[config.mk]
export PLATFORM = sky130hd
export DESIGN_NAME = tcc_unit
export DESIGN_NICKNAME = d
export VERILOG_FILES = /design/src/tcc_pkg.sv /design/src/tcc_unit.sv /design/src/tcc_sync_edge.sv
export SDC_FILE = /design/constraint.sdc
export NUM_CORES = 1
export LEC_CHECK = 0
export BUFFER_PORTS_ARGS = -buffer_cell sky130_fd_sc_hd__buf_2
export CAP_MARGIN = 10
export CORE_AREA = 8 8 94 62
export CTS_BUF_LIST = sky130_fd_sc_hd__clkbuf_4
export DETAILED_ROUTE_END_ITERATION = 8
export DIE_AREA = 0 0 102 70
export PLACE_DENSITY = 0.74
export RECOVER_POWER = 50
export SKIP_LAST_GASP = 1
export SLEW_MARGIN = 10
export SYNTH_ARGS = -nofsm -noshare
export SYNTH_HDL_FRONTEND = slang
export SYNTH_SLANG_ARGS = --single-unit
export TNS_END_PERCENT = 50
[constraint.sdc]
create_clock -name CLOCK -period 1.76 [get_ports CLOCK]
set_clock_uncertainty 0.15 [all_clocks]
set_input_delay 0.176 -clock CLOCK [delete_from_list [all_inputs] [get_ports CLOCK]]
set_output_delay 0.176 -clock CLOCK [all_outputs]
set_load 0.02 [all_outputs]
[src/tcc_pkg.sv]
package tcc_pkg;

  // Mode field encodings
  localparam logic [3:0] TCC_MODE_OFF = 4'h0;
  localparam logic [3:0] TCC_MODE_TOGGLE = 4'h2;
  localparam logic [3:0] TCC_MODE_CAP_FALL = 4'h4;
  localparam logic [3:0] TCC_MODE_CAP_RISE = 4'h5;
  localparam logic [3:0] TCC_MODE_CAP_R4 = 4'h6;
  localparam logic [3:0] TCC_MODE_CAP_R16 = 4'h7;
  localparam logic [3:0] TCC_MODE_CMP_LO = 4'h8;
  localparam logic [3:0] TCC_MODE_CMP_HI = 4'h9;
  localparam logic [3:0] TCC_MODE_CMP_SWI = 4'ha;
  localparam logic [3:0] TCC_MODE_CMP_SPECIAL = 4'hb;

  // Control register layout
  localparam int TCC_MODE_LSB = 0;
  localparam int TCC_MODE_MSB = 3;
  localparam logic [7:0] TCC_CTRL_RST = 8'h00;

  // Reset values
  localparam logic [15:0] TCC_VALUE_RST = 16'h0000;
  localparam logic TCC_LATCH_RST = 1'b0;
  localparam logic [3:0] TCC_PSC_RST = 4'h0;

  // Prescaler terminal counts
  localparam logic [1:0] TCC_PSC4_LAST = 2'h3;
  localparam logic [3:0] TCC_PSC16_LAST = 4'hf;

endpackage

[src/tcc_unit.sv]
// Functional notes
// - Capture event copies full 16-bit timer value
// - Mode picks falling, rising, 4th, 16th edge
// - Capture sets sticky flag until software clears
// - Newer capture overwrites unread older value
// - Port writes on output pin can capture
// - Capture mode change may raise false flag
// - Prescaler cleared when off or not capturing
// - Any reset clears the prescaler counter
// - Capture-to-capture mode change keeps prescaler count
// - Compare value with timer on every update
// - Match drives pin per mode, sets flag
// - Writing code 1000 presets output latch high
// - Writing code 1001 presets output latch low
// - Clearing control forces output latch low
// - Software interrupt mode only raises flag
// - Special event match clears the first timer
// - Special event starts conversion if converter enabled
// - Special event never sets timer overflow flag
`timescale 1ns/1ps
module tcc_unit
  import tcc_pkg::*;
(
  input wire logic CLOCK,
  input wire logic SYS_RST,
  input wire logic UNIT_CONTROL_WR,
  input wire logic [7:0] UNIT_CONTROL_WDATA,
  input wire logic CAPCMP_VALUE_LOW_WR,
  input wire logic CAPCMP_VALUE_HIGH_WR,
  input wire logic [7:0] CAPCMP_WDATA,
  input wire logic [15:0] FIRST_TIMER_COUNT,
  input wire logic FIRST_TIMER_TICK,
  input wire logic UNIT_IRQ_FLAG_CLR,
  input wire logic UNIT_IRQ_ENABLE,
  input wire logic ADC_ENABLE,
  input wire logic PORT_B_DIRECTION_BIT,
  input wire logic PORT_DATA_BIT,
  input wire logic UNIT_PIN_IN,
  output logic UNIT_PIN_OUT,
  output logic UNIT_PIN_OE,
  output logic [7:0] UNIT_CONTROL_REG,
  output logic [15:0] CAPCMP_VALUE,
  output logic UNIT_IRQ_FLAG,
  output logic UNIT_IRQ,
  output logic FIRST_TIMER_CLEAR,
  output logic ADC_START
);

  logic [7:0] ctrl_ff;
  logic [15:0] value_ff;
  logic [3:0] psc_ff;
  logic latch_ff;
  logic flag_ff;
  logic irq_ff;
  logic pin_out_ff;
  logic pin_oe_ff;
  logic tclr_ff;
  logic adc_ff;

  logic [7:0] nxt_ctrl;
  logic [15:0] nxt_value;
  logic [3:0] nxt_psc;
  logic nxt_latch;
  logic nxt_flag;
  logic nxt_pin_out;

  // Mode decode
  wire [3:0] mode = ctrl_ff[TCC_MODE_MSB:TCC_MODE_LSB];
  wire [3:0] wr_mode = UNIT_CONTROL_WDATA[TCC_MODE_MSB:TCC_MODE_LSB];
  wire cap_mode = (mode == TCC_MODE_CAP_FALL) | (mode == TCC_MODE_CAP_RISE) |
                  (mode == TCC_MODE_CAP_R4) | (mode == TCC_MODE_CAP_R16);
  wire cmp_mode = (mode == TCC_MODE_TOGGLE) | (mode == TCC_MODE_CMP_LO) |
                  (mode == TCC_MODE_CMP_HI) | (mode == TCC_MODE_CMP_SWI) |
                  (mode == TCC_MODE_CMP_SPECIAL);
  wire wr_cap_mode = (wr_mode == TCC_MODE_CAP_FALL) | (wr_mode == TCC_MODE_CAP_RISE) |
                     (wr_mode == TCC_MODE_CAP_R4) | (wr_mode == TCC_MODE_CAP_R16);
  wire ctrl_wr_zero = UNIT_CONTROL_WR & (UNIT_CONTROL_WDATA == TCC_CTRL_RST);

  // Level seen at the pin: own drive when output, outside level otherwise
  wire pin_view = pin_oe_ff ? pin_out_ff : UNIT_PIN_IN;

  wire pin_rise;
  wire pin_fall;

  tcc_sync_edge u_sync (
    .clk(CLOCK),
    .rst(SYS_RST),
    .din(pin_view),
    .rise(pin_rise),
    .fall(pin_fall)
  );

  // Capture event selection
  wire evt_fall = (mode == TCC_MODE_CAP_FALL) & pin_fall;
  wire evt_rise = (mode == TCC_MODE_CAP_RISE) & pin_rise;
  wire evt_r4 = (mode == TCC_MODE_CAP_R4) & pin_rise &
                (psc_ff[1:0] == TCC_PSC4_LAST);
  wire evt_r16 = (mode == TCC_MODE_CAP_R16) & pin_rise &
                 (psc_ff == TCC_PSC16_LAST);
  wire cap_evt = evt_fall | evt_rise | evt_r4 | evt_r16;

  // Compare on each timer update
  wire cmp_match = cmp_mode & FIRST_TIMER_TICK & (FIRST_TIMER_COUNT == value_ff);
  wire special_hit = cmp_match & (mode == TCC_MODE_CMP_SPECIAL);

  // Prescaler: runs only in capture mode, kept across capture-mode changes
  assign nxt_psc = !cap_mode ? TCC_PSC_RST :
                   pin_rise ? psc_ff + 4'h1 : psc_ff;

  // Capture register: capture wins over a software byte write
  wire [15:0] sw_value = {CAPCMP_VALUE_HIGH_WR ? CAPCMP_WDATA : value_ff[15:8],
                          CAPCMP_VALUE_LOW_WR ? CAPCMP_WDATA : value_ff[7:0]};
  assign nxt_value = cap_evt ? FIRST_TIMER_COUNT : sw_value;

  // Flag: hardware set wins over software clear; mode changes can set it too
  assign nxt_flag = cap_evt | cmp_match | (flag_ff & ~UNIT_IRQ_FLAG_CLR);

  // Compare output latch
  wire latch_on_match = (mode == TCC_MODE_TOGGLE) ? ~latch_ff :
                        (mode == TCC_MODE_CMP_LO) ? 1'b0 :
                        (mode == TCC_MODE_CMP_HI) ? 1'b1 : latch_ff;
  wire latch_on_write = ctrl_wr_zero ? TCC_LATCH_RST :
                        (wr_mode == TCC_MODE_CMP_LO) ? 1'b1 :
                        (wr_mode == TCC_MODE_CMP_HI) ? 1'b0 : latch_ff;
  assign nxt_latch = UNIT_CONTROL_WR ? latch_on_write :
                     cmp_match ? latch_on_match : latch_ff;

  assign nxt_ctrl = UNIT_CONTROL_WR ? UNIT_CONTROL_WDATA : ctrl_ff;
  // Same compare-mode set as the decode above, applied to the next control value
  wire nxt_cmp_mode = ((nxt_ctrl[TCC_MODE_MSB:TCC_MODE_LSB] >= TCC_MODE_CMP_LO) &
                       (nxt_ctrl[TCC_MODE_MSB:TCC_MODE_LSB] <= TCC_MODE_CMP_SPECIAL)) |
                      (nxt_ctrl[TCC_MODE_MSB:TCC_MODE_LSB] == TCC_MODE_TOGGLE);
  assign nxt_pin_out = nxt_cmp_mode ? nxt_latch : PORT_DATA_BIT;

  always_ff @(posedge CLOCK) begin
    if (SYS_RST) begin
      ctrl_ff <= TCC_CTRL_RST;
      value_ff <= TCC_VALUE_RST;
      psc_ff <= TCC_PSC_RST;
      latch_ff <= TCC_LATCH_RST;
      flag_ff <= 1'b0;
    end else begin
      ctrl_ff <= nxt_ctrl;
      value_ff <= nxt_value;
      psc_ff <= nxt_psc;
      latch_ff <= nxt_latch;
      flag_ff <= nxt_flag;
    end
  end

  always_ff @(posedge CLOCK) begin
    if (SYS_RST) begin
      irq_ff <= 1'b0;
      pin_out_ff <= 1'b0;
      pin_oe_ff <= 1'b0;
      tclr_ff <= 1'b0;
      adc_ff <= 1'b0;
    end else begin
      irq_ff <= nxt_flag & UNIT_IRQ_ENABLE;
      pin_out_ff <= nxt_pin_out;
      pin_oe_ff <= ~PORT_B_DIRECTION_BIT;
      tclr_ff <= special_hit;
      adc_ff <= special_hit & ADC_ENABLE;
    end
  end

  // The timer clear is a separate line; the overflow flag is never touched
  assign FIRST_TIMER_CLEAR = tclr_ff;
  assign ADC_START = adc_ff;
  assign UNIT_PIN_OUT = pin_out_ff;
  assign UNIT_PIN_OE = pin_oe_ff;
  assign UNIT_CONTROL_REG = ctrl_ff;
  assign CAPCMP_VALUE = value_ff;
  assign UNIT_IRQ_FLAG = flag_ff;
  assign UNIT_IRQ = irq_ff;
endmodule

[src/tcc_sync_edge.sv]
`timescale 1ns/1ps
module tcc_sync_edge (
  input wire logic clk,
  input wire logic rst,
  input wire logic din,
  output logic rise,
  output logic fall
);

  logic s1_ff;
  logic s2_ff;
  logic s3_ff;

  // Two-stage synchroniser, then one more stage for the edge compare
  always_ff @(posedge clk) begin
    if (rst) begin
      s1_ff <= 1'b0;
      s2_ff <= 1'b0;
      s3_ff <= 1'b0;
    end else begin
      s1_ff <= din;
      s2_ff <= s1_ff;
      s3_ff <= s2_ff;
    end
  end

  assign rise = s2_ff & ~s3_ff;
  assign fall = ~s2_ff & s3_ff;

endmodule

==> flow_metrics.py <==
metrics = {
    "sta": {
        "setup_viol": 20,
        "hold_viol": 0,
        "fin_crit_sh_pct": 107.1,
        "max_freq_mhz": 530.6,
        "period_minus_slack_ns": 1.885,
        "rsz0062_at_grt": "true",
        "maxSlewHeadroom_pct": 77.74,
        "drv_slew": 0,
        "tightest_slew_ns": 0.3304,
        "worst_slack_ns": -0.1247,
    },
    "route": {
        "ant_nets": 0,
        "drc": 0,
        "first_pass_iters": 4,
        "wl_um": 5855,
        "drtIter0Drc": 81,
        "via_per_inst": 4.959,
        "wl_per_cell_um": 15.13,
        "num_vias": 1919,
    },
    "worst_setup_path": {
        "cp_top_family": "simple AND/OR/NAND/NOR gates",
        "critPathCaptureType": "flip-flop",
        "r2r_slack_ns": -0.12,
        "crit_arrival_ns": 2.04,
        "timing.rr.end": "UNIT_PIN_OUT$_SDFF_PP0_",
        "cp-start-kind": "flip-flop",
        "slowest_delay_ns": 0.36,
        "r2r_cells": 7,
        "slowest_stage": "dfxtp_2",
        "path_max_fanout": 3,
        "required_ns": 1.92,
        "path_common_cell": "nand4_1",
        "r2r_start": "CAPCMP_VALUE[13]$_SDFFE_PP0P_",
        "path_buf_inv": 1,
        "crit_path_cell_trace": "xnor2_1, nand4_1, nor3_2, nand4_1, buf_4, mux2i_4, a211oi_2",
        "crit_type": "reg2reg",
    },
    "layout": {
        "drive_above_1_share_pct": 58.95,
        "area_growth_pct": 61.70,
        "diodes": 0,
        "nFillCells": 341,
        "nNetsFinal": 368,
        "utilization_pct": 70.37,
    },
    "grt": {
        "grt_pass1_vias": 1903,
        "overflow": 0,
        "antenna_found_initial": 0,
        "grtUsageTotal_pct": 15.84,
        "grt_pass1_wl_um": 9032,
        "grt_max_degree": 21,
    },
    "yosys": {
        "yosys.area.top_type": "dfxtp_1",
        "netlist_top_cells_area": "dfxtp_1 40%, mux2i_1 14%, a211oi_2 10%",
        "synth_warnings": 0,
        "yosysTopAreaCellShare_pct": 39.53,
        "netlist_area_um2": 1924,
        "ys_seq_area_share_pct": 39.53,
        "synth_fp_nets": 237,
        "synth_seq_cells": 38,
        "ys_types": 38,
        "synth.avg_cell_area_um2": 10.02,
        "syn_inst": 192,
    },
    "cts": {
        "cts_sinks": 38,
        "clkSlewWorstSetupHoldPaths_ns": 0.13,
        "cts_tree": "built",
        "cts_buffer_depth": 2,
        "cts-root-buf": "clkbuf_4",
        "clk_latency_ns": 0.37,
        "cts_buffers": 5,
        "htreeDepth": 2,
    },
    "power_and_ir_drop": {
        "total_power_mw": 2.186,
        "leakage_nw": 1.418,
        "p_per_area_nw_per_um2": 702.5,
        "peakVddDrop_mv": 0.5749,
    },
    "worst_hold_path": {
        "min_path_type": "in2reg",
        "hold_depth": 3,
        "hold_end": "CAPCMP_VALUE[4]$_SDFFE_PP0P_",
        "min-delay-start": "FIRST_TIMER_COUNT[4]",
    },
    "place": {
        "portBuffers": 73,
        "hpwl_um": 4123,
        "place_congestion": 0.8386,
    },
    "run_status": {
        "violations": "negative setup slack",
        "status": "finished with violations",
    },
    "floorplan": {
        "die_y_um": 70,
        "coreArea_um2": 4422,
        "io_pins": 74,
        "initial_core_util_pct": 43.52,
        "die_x_um": 102,
        "rows": 19,
        "dieArea_um2": 7140,
    },
    "run": {
        "drv_cap": 0,
    },
}
-- layout make-up --
type | instances | area, µm² | share of cell area [%]
clock buffers | 5 | 37.54 | 1.206
clock inverters | 3 | 68.82 | 2.212
flip-flops and latches | 38 | 778.2 | 25.01
inverters | 2 | 7.507 | 0.2413
well taps | 63 | 78.83 | 2.533
repair buffers | 136 | 905.9 | 29.11
multi-input cells | 140 | 1235 | 39.69
-- synthesized netlist by cell type (all sizes together) --
| cell type | number |
|---|---|
| dfxtp | 38 |
| nor2 | 33 |
| mux2i | 27 |
| a211oi | 17 |
| xnor2 | 17 |
| buf | 8 |
| nand4 | 5 |
| clkbuf | 4 |
| o21ai | 4 |
| nand2 | 3 |
| nand3 | 3 |
| nor2b | 3 |
| nor4 | 3 |
| or3b | 3 |
| a31oi | 2 |
| and2 | 2 |
| inv | 2 |
| nand2b | 2 |
| nor4b | 2 |
| xor2 | 2 |
| a21o | 1 |
| a21oi | 1 |
| a221oi | 1 |
| a22oi | 1 |
| and2b | 1 |
| ha | 1 |
| nor3 | 1 |
| o211ai | 1 |
| o21bai | 1 |
| o22ai | 1 |
| o31ai | 1 |
| or2b | 1 |
-- registers in the layout (all words and copies together), names as in the netlist --
name	count
ADC_START	1
CAPCMP_VALUE	16
FIRST_TIMER_CLEAR	1
UNIT_CONTROL_REG	8
UNIT_IRQ	1
UNIT_IRQ_FLAG	1
UNIT_PIN_OE	1
UNIT_PIN_OUT	1
latch_ff	1
psc_ff	4
u_sync.s1_ff	1
u_sync.s2_ff	1
u_sync.s3_ff	1
-- kinds of logic (layout without fill, tap and decap cells) --
family	after synthesis	after routing	synth area share [%]
AOI/OAI and AO/OA	31	31	15.80
muxes	27	27	14.04
buffers and inverters	14	146	4.681
and+or+nand+nor	62	62	16.64
DFF	38	38	39.53
adders and majority gates	1	1	0.6501
xor gates and xnor gates	19	19	8.648
-- tightest hold or removal path: cells and delay by family --
kind	cells	cell delay (ns)
compound gates	1	0.06
buf+inv	1	0.13
simple gates	1	0.13
-- repair_timing --
item | CTS | global route
setup buffers | 1 | 2
pin swaps | 5 | 17
hold endpoints to repair | 12 | 0
gates cloned | 0 | 1
hold buffers | 12 | 0
setup endpoints to repair | 22 | 22
resized for setup | 13 | 23
-- cells in the final DEF (no fill, tap or decap), types with 2 or more instances in the layout --
master / count
and2_1: 2
xnor2_1: 10
a211oi_2: 17
nor2b_1: 3
nand2_1: 3
xnor2_2: 7
clkbuf_4: 5
inv_1: 2
buf_2: 69
buf_4: 48
nor2_2: 15
nor4_1: 2
dfxtp_1: 26
nand3_1: 2
nand4_1: 5
nor2_1: 17
clkbuf_1: 4
o21ai_0: 3
or3b_2: 2
bufinv_16: 2
dfxtp_2: 11
xor2_1: 2
dlygate4sd3_1: 12
buf_12: 2
nand2b_1: 2
mux2i_1: 26
-- power breakdown --
part	switching [mW]	total (mW)	internal (mW)
combinational	0.233	0.484	0.252
clock	0.320	0.764	0.444
sequential	0.0328	0.937	0.904
-- layer usage --
layer | vias up | wire length (µm) | GRT usage [%]
li1 | 944 | - | -
met1 | 897 | 2613 | 19.31
met2 | 67 | 2722 | 25.34
met3 | 11 | 403 | 5.045
met4 | 0 | 116 | 5.663
met5 | - | 0 | 0
-- per-stage QoR --
| step | hold slack, ns | worst slack, ns | cells | TNS [ns] | cell area [µm²] |
|---|---|---|---|---|---|
| global placement | 0.1821 | -0.1017 | 363 | -0.3798 | 2681 |
| CTS | 0.01003 | -0.08823 | 384 | -0.8958 | 2969 |
| finish | 0.006632 | -0.1247 | 387 | -1.214 | 3112 |
| global route | 0.008637 | -0.2131 | 387 | -2.781 | 3112 |
| detailed placement | 0.1887 | -0.1689 | 363 | -1.307 | 2681 |
| floorplan | 0.09838 | -0.01972 | 192 | -0.2552 | 1967 |
-- worst max-delay path by stage --
stage / start / to / slack, ns / depth (start not counted)
CTS: psc_ff[1]$_SDFFE_PP0P_ / UNIT_IRQ$_SDFF_PP0_ / -0.09 / 8
global route: CAPCMP_VALUE[13]$_SDFFE_PP0P_ / UNIT_PIN_OUT$_SDFF_PP0_ / -0.21 / 7
floorplan: UNIT_CONTROL_REG[1]$_SDFF_PP0_ / CAPCMP_VALUE[0]$_SDFFE_PP0P_ / -0.02 / 8
global placement: CAPCMP_VALUE[12]$_SDFFE_PP0P_ / UNIT_PIN_OUT$_SDFF_PP0_ / -0.10 / 7
detailed placement: CAPCMP_VALUE[12]$_SDFFE_PP0P_ / UNIT_PIN_OUT$_SDFF_PP0_ / -0.17 / 7
finish: CAPCMP_VALUE[13]$_SDFFE_PP0P_ / UNIT_PIN_OUT$_SDFF_PP0_ / -0.12 / 7
Power figures use the tool's default switching activity.
